<file path="src/hw/fsq_params.svh">
// Register offsets, fields, reset values and timing counts of the sequencer
`ifndef FSQ_PARAMS_SVH
`define FSQ_PARAMS_SVH

// ----------------------------------------------------------------------
// Register offsets
// ----------------------------------------------------------------------
`define FSQ_OFF_ADDR_LOW 4'h0
`define FSQ_OFF_ADDR_HIGH 4'h1
`define FSQ_OFF_DATA_LOW 4'h2
`define FSQ_OFF_DATA_HIGH 4'h3
`define FSQ_OFF_CONTROL 4'h4
`define FSQ_OFF_UNLOCK 4'h5
`define FSQ_OFF_STATUS 4'h6

// ----------------------------------------------------------------------
// Control register fields
// ----------------------------------------------------------------------
`define FSQ_BIT_START 1
`define FSQ_BIT_WRITE_ENABLE_BIT 2
`define FSQ_BIT_WRITE_ERROR_FLAG 3
`define FSQ_BIT_ERASE 4
`define FSQ_BIT_LOAD_LATCHES_ONLY 5
`define FSQ_BIT_CONFIG_SPACE_SELECT 6
`define FSQ_CTRL_RESET 8'h80

// ----------------------------------------------------------------------
// Unlock pattern, latch values and address high read value
// ----------------------------------------------------------------------
`define FSQ_UNLOCK_FIRST 8'h55
`define FSQ_UNLOCK_SECOND 8'hAA
`define FSQ_LATCH_BLANK 14'h3FFF
`define FSQ_ADDRH_UNUSED 8'h80

// ----------------------------------------------------------------------
// Timing
// ----------------------------------------------------------------------
`define FSQ_CLK_MHZ 250
`define FSQ_OP_TIME_US 2000
`define FSQ_OP_CYCLES (`FSQ_OP_TIME_US * `FSQ_CLK_MHZ)
`define FSQ_SETUP_CYCLES 2

`endif

</file>
<file path="src/hw/fsq_pkg.sv">
// Types shared by the flash sequencer modules
package fsq_pkg;

    typedef enum logic [2:0] {
        FSQ_IDLE = 3'b000,
        FSQ_SETUP = 3'b001,
        FSQ_LOAD = 3'b010,
        FSQ_ERASE = 3'b011,
        FSQ_PROG = 3'b100,
        FSQ_BLANK = 3'b101
    } fsq_state_e;

    typedef enum logic [1:0] {
        FSQ_UNL_NONE = 2'b00,
        FSQ_UNL_FIRST = 2'b01,
        FSQ_UNL_ARMED = 2'b10
    } fsq_unlock_e;

endpackage

</file>
<file path="src/hw/fsq_unlock.sv">
// Unlock pattern detector for the flash sequencer
`timescale 1ns/1ps
`include "fsq_params.svh"

module fsq_unlock
    import fsq_pkg::*;
(
    input wire logic clk,
    input wire logic rst,
    input wire logic unlock_wr,
    input wire logic [7:0] unlock_data,
    input wire logic other_access,
    input wire logic consume,
    output logic armed
);

    fsq_unlock_e state_reg;

    // ------------------------------------------------------------------
    // Pattern tracking
    // ------------------------------------------------------------------
    // Any access other than the pattern breaks it
    always_ff @(posedge clk or posedge rst)
    begin
        if (rst)
            state_reg <= FSQ_UNL_NONE;
        else if (consume)
            state_reg <= FSQ_UNL_NONE;
        else if (unlock_wr)
        begin
            if (unlock_data == `FSQ_UNLOCK_FIRST)
                state_reg <= FSQ_UNL_FIRST;
            else if (unlock_data == `FSQ_UNLOCK_SECOND
                     && state_reg == FSQ_UNL_FIRST)
                state_reg <= FSQ_UNL_ARMED;
            else
                state_reg <= FSQ_UNL_NONE;
        end
        else if (other_access)
            state_reg <= FSQ_UNL_NONE;
    end

    assign armed = (state_reg == FSQ_UNL_ARMED);

endmodule

</file>
<file path="src/hw/fsq_latches.sv">
// Row of write latches with blank reset
`timescale 1ns/1ps
`include "fsq_params.svh"

module fsq_latches
#(
    parameter int NUM_LATCHES = 32,
    parameter int IDX_W = 5,
    parameter int DATA_W = 14
)
(
    input wire logic clk,
    input wire logic rst,
    input wire logic load,
    input wire logic [IDX_W-1:0] index,
    input wire logic [DATA_W-1:0] data,
    input wire logic blank,
    input wire logic [IDX_W-1:0] rd_index,
    output logic [DATA_W-1:0] rd_data
);

    logic [DATA_W-1:0] latch_reg [NUM_LATCHES];

    // ------------------------------------------------------------------
    // Latch storage
    // ------------------------------------------------------------------
    generate
        for (genvar i = 0; i < NUM_LATCHES; i++)
        begin : g_latch
            always_ff @(posedge clk or posedge rst)
            begin
                if (rst)
                    latch_reg[i] <= `FSQ_LATCH_BLANK;
                else if (blank)
                    latch_reg[i] <= `FSQ_LATCH_BLANK;
                else if (load && index == IDX_W'(i))
                    latch_reg[i] <= data;
            end
        end
    endgenerate

    assign rd_data = latch_reg[rd_index];

endmodule

</file>
<file path="src/hw/fsq_sequencer.sv">
// Flash row erase and write sequencer, top level
//
// Our own choices: the strobed register port and the placing of the registers.
`timescale 1ns/1ps
`include "fsq_params.svh"

module fsq_sequencer
    import fsq_pkg::*;
#(
    parameter int OP_CYCLES = `FSQ_OP_CYCLES,
    parameter int NUM_LATCHES = 32,
    parameter int ROW_W = 10,
    parameter int IDX_W = 5,
    parameter int DATA_W = 14
)
(
    input wire logic clk,
    input wire logic rst,
    input wire logic [3:0] reg_addr,
    input wire logic [7:0] reg_wdata,
    input wire logic reg_wr,
    input wire logic reg_rd,
    output logic [7:0] reg_rdata,
    output logic core_stall,
    output logic core_skip,
    output logic flash_erase,
    output logic flash_prog,
    output logic [ROW_W-1:0] flash_row,
    output logic [IDX_W-1:0] flash_col,
    output logic [DATA_W-1:0] flash_wdata,
    output logic flash_wstrobe,
    input wire logic flash_busy
);

    localparam int CNT_W = $clog2(OP_CYCLES + 1);
    localparam int ADDR_W = ROW_W + IDX_W;

    fsq_state_e state_reg;
    logic [7:0] addr_low_reg;
    logic [6:0] addr_high_reg;
    logic [7:0] data_low_reg;
    logic [5:0] data_high_reg;
    logic config_space_select_reg;
    logic load_latches_only_reg;
    logic erase_reg;
    logic write_enable_bit_reg;
    logic start_reg;
    logic write_error_flag_reg;
    logic busy_reg;
    logic [CNT_W-1:0] cnt_reg;
    logic [IDX_W-1:0] col_reg;
    logic [ROW_W-1:0] row_reg;
    logic [7:0] reg_rdata_reg;
    logic armed;
    logic launch;
    logic done;
    logic blank;
    logic latch_load;
    logic [DATA_W-1:0] latch_rd;
    logic [ADDR_W-1:0] full_addr;
    logic busy_s1_reg;
    logic busy_s2_reg;
    logic ctrl_wr;
    logic start_req;
    logic setup_done;

    assign full_addr = {addr_high_reg, addr_low_reg};
    assign ctrl_wr = reg_wr && reg_addr == `FSQ_OFF_CONTROL;
    assign start_req = ctrl_wr && reg_wdata[`FSQ_BIT_START];

    // ------------------------------------------------------------------
    // Unlock detector and latch row
    // ------------------------------------------------------------------
    fsq_unlock u_unlock (
        .clk(clk),
        .rst(rst),
        .unlock_wr(reg_wr && reg_addr == `FSQ_OFF_UNLOCK),
        .unlock_data(reg_wdata),
        .other_access((reg_wr && reg_addr != `FSQ_OFF_UNLOCK
                       && !start_req) || reg_rd),
        .consume(start_req),
        .armed(armed)
    );

    fsq_latches #(
        .NUM_LATCHES(NUM_LATCHES),
        .IDX_W(IDX_W),
        .DATA_W(DATA_W)
    ) u_latches (
        .clk(clk),
        .rst(rst),
        .load(latch_load),
        .index(full_addr[IDX_W-1:0]),
        .data({data_high_reg, data_low_reg}),
        .blank(blank),
        .rd_index(col_reg),
        .rd_data(latch_rd)
    );

    // ------------------------------------------------------------------
    // Launch decision
    // ------------------------------------------------------------------
    // Needs write enable, pattern, program space and no operation running
    assign launch = start_req && armed && write_enable_bit_reg && !config_space_select_reg
                    && state_reg == FSQ_IDLE;
    assign setup_done = cnt_reg == CNT_W'(`FSQ_SETUP_CYCLES - 1);
    assign latch_load = state_reg == FSQ_SETUP && setup_done
                        && !erase_reg;
    assign done = cnt_reg == CNT_W'(0) && !busy_s2_reg;
    assign blank = state_reg == FSQ_BLANK;

    // ------------------------------------------------------------------
    // Flash busy synchroniser
    // ------------------------------------------------------------------
    always_ff @(posedge clk or posedge rst)
    begin
        if (rst)
        begin
            busy_s1_reg <= 1'b0;
            busy_s2_reg <= 1'b0;
        end
        else
        begin
            busy_s1_reg <= flash_busy;
            busy_s2_reg <= busy_s1_reg;
        end
    end

    // ------------------------------------------------------------------
    // Operation state machine
    // ------------------------------------------------------------------
    always_ff @(posedge clk or posedge rst)
    begin
        if (rst)
        begin
            state_reg <= FSQ_IDLE;
            cnt_reg <= '0;
            col_reg <= '0;
            row_reg <= '0;
        end
        else
        begin
            unique case (state_reg)
                FSQ_IDLE:
                begin
                    if (launch)
                    begin
                        state_reg <= FSQ_SETUP;
                        cnt_reg <= '0;
                        // Row from upper bits, latch index ignored
                        row_reg <= full_addr[ADDR_W-1:IDX_W];
                    end
                end
                FSQ_SETUP:
                begin
                    if (setup_done)
                    begin
                        col_reg <= '0;
                        cnt_reg <= CNT_W'(OP_CYCLES - 1);
                        if (erase_reg)
                            state_reg <= FSQ_ERASE;
                        else if (load_latches_only_reg)
                            state_reg <= FSQ_IDLE;
                        else
                            state_reg <= FSQ_LOAD;
                    end
                    else
                        cnt_reg <= cnt_reg + CNT_W'(1);
                end
                FSQ_LOAD:
                begin
                    // One latch per cycle, never past the last one
                    col_reg <= col_reg + IDX_W'(1);
                    if (col_reg == IDX_W'(NUM_LATCHES - 1))
                        state_reg <= FSQ_PROG;
                end
                FSQ_ERASE, FSQ_PROG:
                begin
                    if (cnt_reg != CNT_W'(0))
                        cnt_reg <= cnt_reg - CNT_W'(1);
                    if (done)
                        state_reg <= FSQ_BLANK;
                end
                FSQ_BLANK:
                    state_reg <= FSQ_IDLE;
                default:
                    state_reg <= FSQ_IDLE;
            endcase
        end
    end

    // ------------------------------------------------------------------
    // Flash array strobes
    // ------------------------------------------------------------------
    always_ff @(posedge clk or posedge rst)
    begin
        if (rst)
        begin
            flash_erase <= 1'b0;
            flash_prog <= 1'b0;
            flash_wstrobe <= 1'b0;
            flash_row <= '0;
            flash_col <= '0;
            flash_wdata <= '0;
        end
        else
        begin
            flash_erase <= state_reg == FSQ_ERASE;
            flash_prog <= state_reg == FSQ_PROG;
            flash_wstrobe <= state_reg == FSQ_LOAD;
            flash_row <= row_reg;
            flash_col <= col_reg;
            flash_wdata <= latch_rd;
        end
    end

    // ------------------------------------------------------------------
    // Core stall and skip
    // ------------------------------------------------------------------
    // Core forced idle for the two setup slots, runs the third instruction in the
    // next cycle, then is stalled during the self-timed phase and resumes at the fourth
    always_ff @(posedge clk or posedge rst)
    begin
        if (rst)
            busy_reg <= 1'b0;
        else
            busy_reg <= state_reg == FSQ_LOAD || state_reg == FSQ_ERASE
                        || state_reg == FSQ_PROG;
    end

    assign core_skip = state_reg == FSQ_SETUP;
    assign core_stall = busy_reg || state_reg == FSQ_BLANK;

    // ------------------------------------------------------------------
    // Address and data registers
    // ------------------------------------------------------------------
    always_ff @(posedge clk or posedge rst)
    begin
        if (rst)
        begin
            addr_low_reg <= '0;
            addr_high_reg <= '0;
            data_low_reg <= '0;
            data_high_reg <= '0;
        end
        else if (reg_wr)
        begin
            if (reg_addr == `FSQ_OFF_ADDR_LOW)
                addr_low_reg <= reg_wdata;
            if (reg_addr == `FSQ_OFF_ADDR_HIGH)
                addr_high_reg <= reg_wdata[6:0];
            if (reg_addr == `FSQ_OFF_DATA_LOW)
                data_low_reg <= reg_wdata;
            if (reg_addr == `FSQ_OFF_DATA_HIGH)
                data_high_reg <= reg_wdata[5:0];
        end
    end

    // ------------------------------------------------------------------
    // Control register
    // ------------------------------------------------------------------
    always_ff @(posedge clk or posedge rst)
    begin
        if (rst)
        begin
            config_space_select_reg <= 1'b0;
            load_latches_only_reg <= 1'b0;
            write_enable_bit_reg <= 1'b0;
        end
        else if (ctrl_wr)
        begin
            config_space_select_reg <= reg_wdata[`FSQ_BIT_CONFIG_SPACE_SELECT];
            load_latches_only_reg <= reg_wdata[`FSQ_BIT_LOAD_LATCHES_ONLY];
            write_enable_bit_reg <= reg_wdata[`FSQ_BIT_WRITE_ENABLE_BIT];
        end
    end

    // Erase select cleared when its erase completes; clear wins over write
    always_ff @(posedge clk or posedge rst)
    begin
        if (rst)
            erase_reg <= 1'b0;
        else if (state_reg == FSQ_ERASE && done)
            erase_reg <= 1'b0;
        else if (ctrl_wr && state_reg == FSQ_IDLE)
            erase_reg <= reg_wdata[`FSQ_BIT_ERASE];
    end

    // Start bit: software can only set it, hardware clears at the end
    always_ff @(posedge clk or posedge rst)
    begin
        if (rst)
            start_reg <= 1'b0;
        else if (launch)
            start_reg <= 1'b1;
        else if (state_reg == FSQ_BLANK || (latch_load && load_latches_only_reg))
            start_reg <= 1'b0;
    end

    // Error flag survives reset; set wins over a software clear
    logic op_active_reg;
    always_ff @(posedge clk)
        op_active_reg <= state_reg != FSQ_IDLE && !rst;

    always_ff @(posedge clk)
    begin
        if (rst)
            write_error_flag_reg <= write_error_flag_reg || op_active_reg;
        else if (start_req && !launch)
            write_error_flag_reg <= 1'b1;
        else if (ctrl_wr)
            write_error_flag_reg <= reg_wdata[`FSQ_BIT_WRITE_ERROR_FLAG];
    end

    // ------------------------------------------------------------------
    // Read port
    // ------------------------------------------------------------------
    always_ff @(posedge clk or posedge rst)
    begin
        if (rst)
            reg_rdata_reg <= '0;
        else if (reg_rd)
        begin
            unique case (reg_addr)
                `FSQ_OFF_ADDR_LOW: reg_rdata_reg <= addr_low_reg;
                `FSQ_OFF_ADDR_HIGH:
                    reg_rdata_reg <= `FSQ_ADDRH_UNUSED | {1'b0, addr_high_reg};
                `FSQ_OFF_DATA_LOW: reg_rdata_reg <= data_low_reg;
                `FSQ_OFF_DATA_HIGH: reg_rdata_reg <= {2'h0, data_high_reg};
                `FSQ_OFF_CONTROL:
                    reg_rdata_reg <= {1'b1, config_space_select_reg, load_latches_only_reg, erase_reg,
                                      write_error_flag_reg, write_enable_bit_reg,
                                      start_reg, 1'b0};
                `FSQ_OFF_STATUS:
                    reg_rdata_reg <= {5'h00, state_reg};
                default: reg_rdata_reg <= 8'h00;
            endcase
        end
        else
            reg_rdata_reg <= 8'h00;
    end

    assign reg_rdata = reg_rdata_reg;

endmodule

</file>
<file path="config.mk">
export PLATFORM = sky130hd
export DESIGN_NAME = fsq_sequencer
export DESIGN_NICKNAME = d
export VERILOG_FILES = /design/src/hw/fsq_pkg.sv /design/src/hw/fsq_unlock.sv /design/src/hw/fsq_latches.sv /design/src/hw/fsq_sequencer.sv
export VERILOG_INCLUDE_DIRS = /design/src /design/src/hw
export SDC_FILE = /design/constraint.sdc
export NUM_CORES = 1
export LEC_CHECK = 0
export ABC_AREA = 1
export BUFFER_PORTS_ARGS = -buffer_cell sky130_fd_sc_hd__buf_2
export CORE_ASPECT_RATIO = 0.75
export CORE_MARGIN = 5
export CORE_UTILIZATION = 31
export DETAILED_ROUTE_END_ITERATION = 12
export HOLD_SLACK_MARGIN = 0.06
export SYNTH_ARGS = -nofsm -noshare
export SYNTH_HDL_FRONTEND = slang
export SYNTH_SLANG_ARGS = --single-unit
</file>
<file path="constraint.sdc">
create_clock -name clk -period 28.5 [get_ports clk]
set_input_delay 4.275 -clock clk [delete_from_list [all_inputs] [get_ports clk]]
set_output_delay 4.275 -clock clk [all_outputs]
set_load 0.02 [all_outputs]
</file>
Word-level counts from Yosys, hierarchy flattened
Cells that the tools add are included.
{ "word_totals": {"regBits": 566, "inputBits": 17, "elab_cells": 326} }
{ "classes": {"n_addsub": 3, "magnitude_cmp": 1, "eq_ne": 54, "n_mux": 94, "bitwise_logic": 1, "reduce_logical": 115} }
{ "ops": {"columns": ["op", "n"], "rows": [
  ["$mux W14", 66],
  ["$eq A5 B5 Y1 const B", 17],
  ["$bmux W14 S5", 1],
  ["$reduce_bool A2 Y1", 35],
  ["$mux W19", 3],
  ["$pmux W19 S3", 1],
  ["$logic_and A1 B1 Y1", 50],
  ["$pmux W8 S6", 1],
  ["$eq A5 B4 Y1 const B", 8],
  ["$eq A5 B3 Y1 const B", 4],
  ["$add A19 B1 Y19 const B", 1],
  ["$eq A19 B1 Y1 const B", 1],
  ["$logic_not A19 Y1", 1],
  ["$reduce_bool A19 Y1", 1],
  ["$sub A19 B1 Y19 const B", 1],
  ["$mux W2", 7],
  ["$eq A4 B3 Y1 const B", 3],
  ["$mux W3", 4],
  ["$pmux W3 S4", 1],
  ["$reduce_and A2 Y1", 6],
  ["$reduce_bool A3 Y1", 4],
  ["$eq A5 B2 Y1 const B", 2],
  ["$pmux W5 S2", 1],
  ["$eq A4 B2 Y1 const B", 2],
  ["26 further kinds", 47]
]} }

Depth between registers and ports, before layout
{ "logic_depth": {"depth_word": 11, "mapped_depth": 12, "ltp_nobuf": 11} }

By module
A second synthesis with hierarchy kept.
{ "hier_totals": {"hier_cells": 3363, "hier_area_um2": 28243.3} }
{ "modules_own_cells": {"columns": ["module", "instances", "cells_per_inst", "area_per_inst_um2", "seq_area_each_um2"], "rows": [
  ["fsq_latches", 1, 2633, 22389.0, 11771.3],
  ["fsq_sequencer", 1, 692, 5656.7, 2902.8],
  ["fsq_unlock", 1, 38, 197.7, 50.0]
]} }

Least setup slack after synthesis
Ideal clock, no wire load.
{ "synth_timing": {"path_kind": "in2reg", "startpoint": "input rst", "endpoint": "register write_error_flag_reg (enable)", "setup_ns": 0.709, "t_arrival_ns": 15.639, "required_time_ns": 27.791, "slack_ns": 12.152, "stages": 2, "path_cell_list": "inv_1 > nand2_1"} }
{ "synth_between": {"elab_chain_cells": 1} }
{ "synth_lines": {"columns": ["element", "line_no", "text"], "rows": [
  ["start: declaration", "fsq_sequencer.sv:18", "input wire logic rst,"],
  ["$reduce_bool A3 Y1 (no source line)", null, null],
  ["end signal: assignment", "fsq_sequencer.sv:308", "write_error_flag_reg <= write_error_flag_reg || op_active_reg;"],
  ["end signal: assignment", "fsq_sequencer.sv:312", "write_error_flag_reg <= reg_wdata[`FSQ_BIT_WRITE_ERROR_FLAG];"],
  ["end: declaration", "fsq_sequencer.sv:48", "logic write_error_flag_reg;"]
]} }
Every way passes these cells.
A chain may end at the register's enable or synchronous reset.

Worst setup path after layout
{ "layout_timing": {"startpoint": "register state_reg[2]", "endpoint": "output core_stall"} }
{ "layout_between": {"elab_chain_cells": 2} }
{ "layout_lines": {"columns": ["element", "line_no", "text"], "rows": [
  ["start: declaration", "fsq_sequencer.sv:38", "fsq_state_e state_reg;"],
  ["start signal: assignment", "fsq_sequencer.sv:136", "state_reg <= FSQ_IDLE;"],
  ["start signal: assignment", "fsq_sequencer.sv:148", "state_reg <= FSQ_SETUP;"],
  ["start signal: assignment", "fsq_sequencer.sv:161", "state_reg <= FSQ_ERASE;"],
  ["$eq A3 B3 Y1", "fsq_sequencer.sv:232", "assign core_stall = busy_reg || state_reg == FSQ_BLANK;"],
  ["$logic_or A1 B1 Y1", "fsq_sequencer.sv:232", null],
  ["end: declaration", "fsq_sequencer.sv:24", "output logic core_stall,"]
]} }
Every way passes these cells.

==> reports/results.ini <==
[layout]
syn2layout_area_growth_pct = 9.37
largest_reg_flops = 448
multi_input_area_um2 = 12300
final_cells = 4828
seqCellArea_um2 = 14700
nNetsFinal = 3565
final_layout_size_suffix_gt1_frac = 0.218
n_antenna_cell = 0
fillers = 9718

[grt]
grt_pass1_vias = 22620
gr-total-overflow = 0
grt_max_degree = 199
grt_first_pass_wirelength_mm = 140
gr-usage-all-layers = 0.175
antenna_found_initial = 0

[timing]
period_share = 0.216
slew-limit-headroom = 0.315
min_period_ns = 6.15
worst_slack_ns = 22.35
final_hold_viol_count = 0
fmax_ghz = 0.163
finalSetupViolations = 0
worst_slew_pin_slew_ns = 1.02
rsz0062_at_grt = no
fin_tns_setup_ns = 0
finClkSkew_ns = 0.0265
slew_violations = 0

[yosys]
synth_most_common_cell = nand2_1
yosys.area.top_type_share = 0.402
ys_seq_elements = 566
synth_flop_cell = dfstp_2
yosysSeqAreaShare = 0.503
async_flop_share = 0.996
synth-edff-count = 1
ys_top_cells_by_count = 1,238 x nand2_1, 448 x dfstp_2, 427 x nand3_1
synth_area_leaders = dfstp_2 40%, nand2_1 16%, dfrtp_1 9.9%
synthesis.nets = 3674
netlist_area_um2 = 29300
avgSynthCellArea_um2 = 8.01
synth_warnings = 0
yosys.cell_types.count = 45
yosysTopAreaCell = dfstp_2
syn_inst = 3652

[clock_network]
numCtsBuffers = 58
cts_num_sinks = 566
cts_hold_buf = 0
htreeDepth = 2
clkSlewWorstSetupHoldPaths_ns = 0.07
cts_tree = built
post-cts-setup-buffer-count = 0
clockBufferDepth = 3
clock-root-buffer = clkbuf_16
cts_resized = 0
clk_latency_ns = 0.66

[placed_design]
dp_cells = 4720
hpwl_mm = 52.8
place_congestion = 0.874
place.port_buffers = 58
post-place-ws_ns = 21.63

[worst_setup_path]
crit_chain = nand3_4, nand2_1, buf_2
timing.rr.end = u_latches.latch_reg[324]
r2r_cells = 7
crit_path_start_kind = register
arrival_ns = 1.88
critPathMaxStageDelay_ns = 0.51
criticalPathCategory = reg -> out
r2r_setup_slack_ns = 24.67
worstPathMaxFanout = 25
required_ns = 24.23
crit_path_end_kind = output pin
crit_slowest_cell = dfrtp_1
reg2reg_from = state_reg[2]

[outcome]
status = finished clean

[route]
ant_nets = 0
drt-initial-drc-count = 2661
dr.pass1.iters = 6
wire_per_inst_um = 18.8
via_per_inst = 5.13
finalWirelength_mm = 90.6
vias = 24754
drc = 0

[worst_hold_path]
hold_depth = 0
hp-class = reg -> reg
hp-start = busy_s1_reg
worstHoldEndpoint = busy_s2_reg

[die]
die_h_um = 276
die_w_um = 365
boundaryPins = 59
rows = 97
die_area_um2 = 101000
design.core.area_um2 = 93600
initial_core_util = 0.313

[power]
peakVddDrop_mv = 0.0555
powerDensity_nw_per_um2 = 56.3
p_leak_nw = 14.6

[flow_run]
drv_cap = 0

per-stage QoR:
step / total power, mW / util / hold slack, ns / area [um^2]
CTS: 1.82 / 0.342 / 0.353 / 32000
detailed placement: 0.962 / 0.320 / 0.337 / 29900
global placement: 0.962 / 0.320 / 0.333 / 29900
global route: 1.86 / 0.342 / 0.369 / 32000
floorplan: 0.905 / - / 0.331 / 29300
finish: 1.80 / 0.342 / 0.350 / 32000
placed cells by master (no fill, tap or decap), types with 3 or more instances in the layout:
cell type / Yosys / layout
nand2_1: 1238 / 1234
dfstp_2: 448 / 448
nand3_1: 427 / 426
o21ai_0: 374 / 374
nor2_1: 206 / 206
inv_1: 199 / 195
dfrtp_1: 116 / 114
a21oi_1: 109 / 109
clkbuf_16: 0 / 59
nand2_4: 58 / 58
buf_2: 95 / 58
o21ai_2: 54 / 54
o22ai_1: 43 / 43
a21boi_0: 39 / 39
buf_4: 13 / 30
o21ai_1: 13 / 13
nand4_1: 12 / 12
bufinv_16: 0 / 11
clkinv_2: 0 / 11
clkbuf_1: 104 / 10
clkbuf_8: 0 / 9
nor2_2: 8 / 8
nand2_2: 3 / 7
xor2_1: 6 / 6
inv_2: 3 / 5
nor3_1: 5 / 5
ha_1: 5 / 5
a211oi_1: 4 / 4
nor2_4: 3 / 3
buf_12: 3 / 3
metal layers:
metal	vias to the layer above	wire (um)	track usage	part of all wire
met4	0	1570	0.0392	0.017
met5	-	0	0	0
li1	11589	-	-	-
met3	91	7280	0.0332	0.080
met2	853	38700	0.249	0.43
met1	12221	43000	0.271	0.47
how the worst max path moves through the flow:
stage	start	to	cells after the start
finish	state_reg[2]	core_stall	3
global route	rst	flash_wdata[12]	4
CTS	state_reg[2]	core_stall	3
detailed placement	rst	flash_wdata[12]	4
global placement	rst	flash_wdata[3]	4
floorplan	rst	addr_high_reg[0]	1
worst max-delay path, delay by kind of cell, from the launching register on:
kind,cells,cell delay [ns]
buffers and inverters,1,0.17
DFF,1,0.51
and+or+nand+nor,2,0.55
final cells by class:
type	instances	share of cell area
Tap cell	1237	0.0484
Inverter	203	0.0241
Timing Repair Buffer	91	0.0180
Clock inverter	30	0.0143
Clock buffer	78	0.0512
Multi-Input combinational cell	2623	0.384
Sequential cell	566	0.460
power breakdown:
group          leakage (nW)  total, mW  internal, mW  switching (mW)
logic                  7.40      0.124        0.0151           0.109
registers              6.15      0.829         0.817          0.0115
clock network          1.03      0.849         0.504           0.345
logic make-up after synthesis:
kind of cell	after synthesis	share of synthesized area
AND/OR/NAND/NOR	1965	0.291
AO/OA/AOI/OAI	644	0.123
flip-flops	566	0.503
XOR/XNOR	7	0.00210
multiplexers	2	0.000770
adder cells (fa/ha/maj)	5	0.00214
buffers and inverters	463	0.0778
No activity file was read; power rests on OpenSTA's default activity.
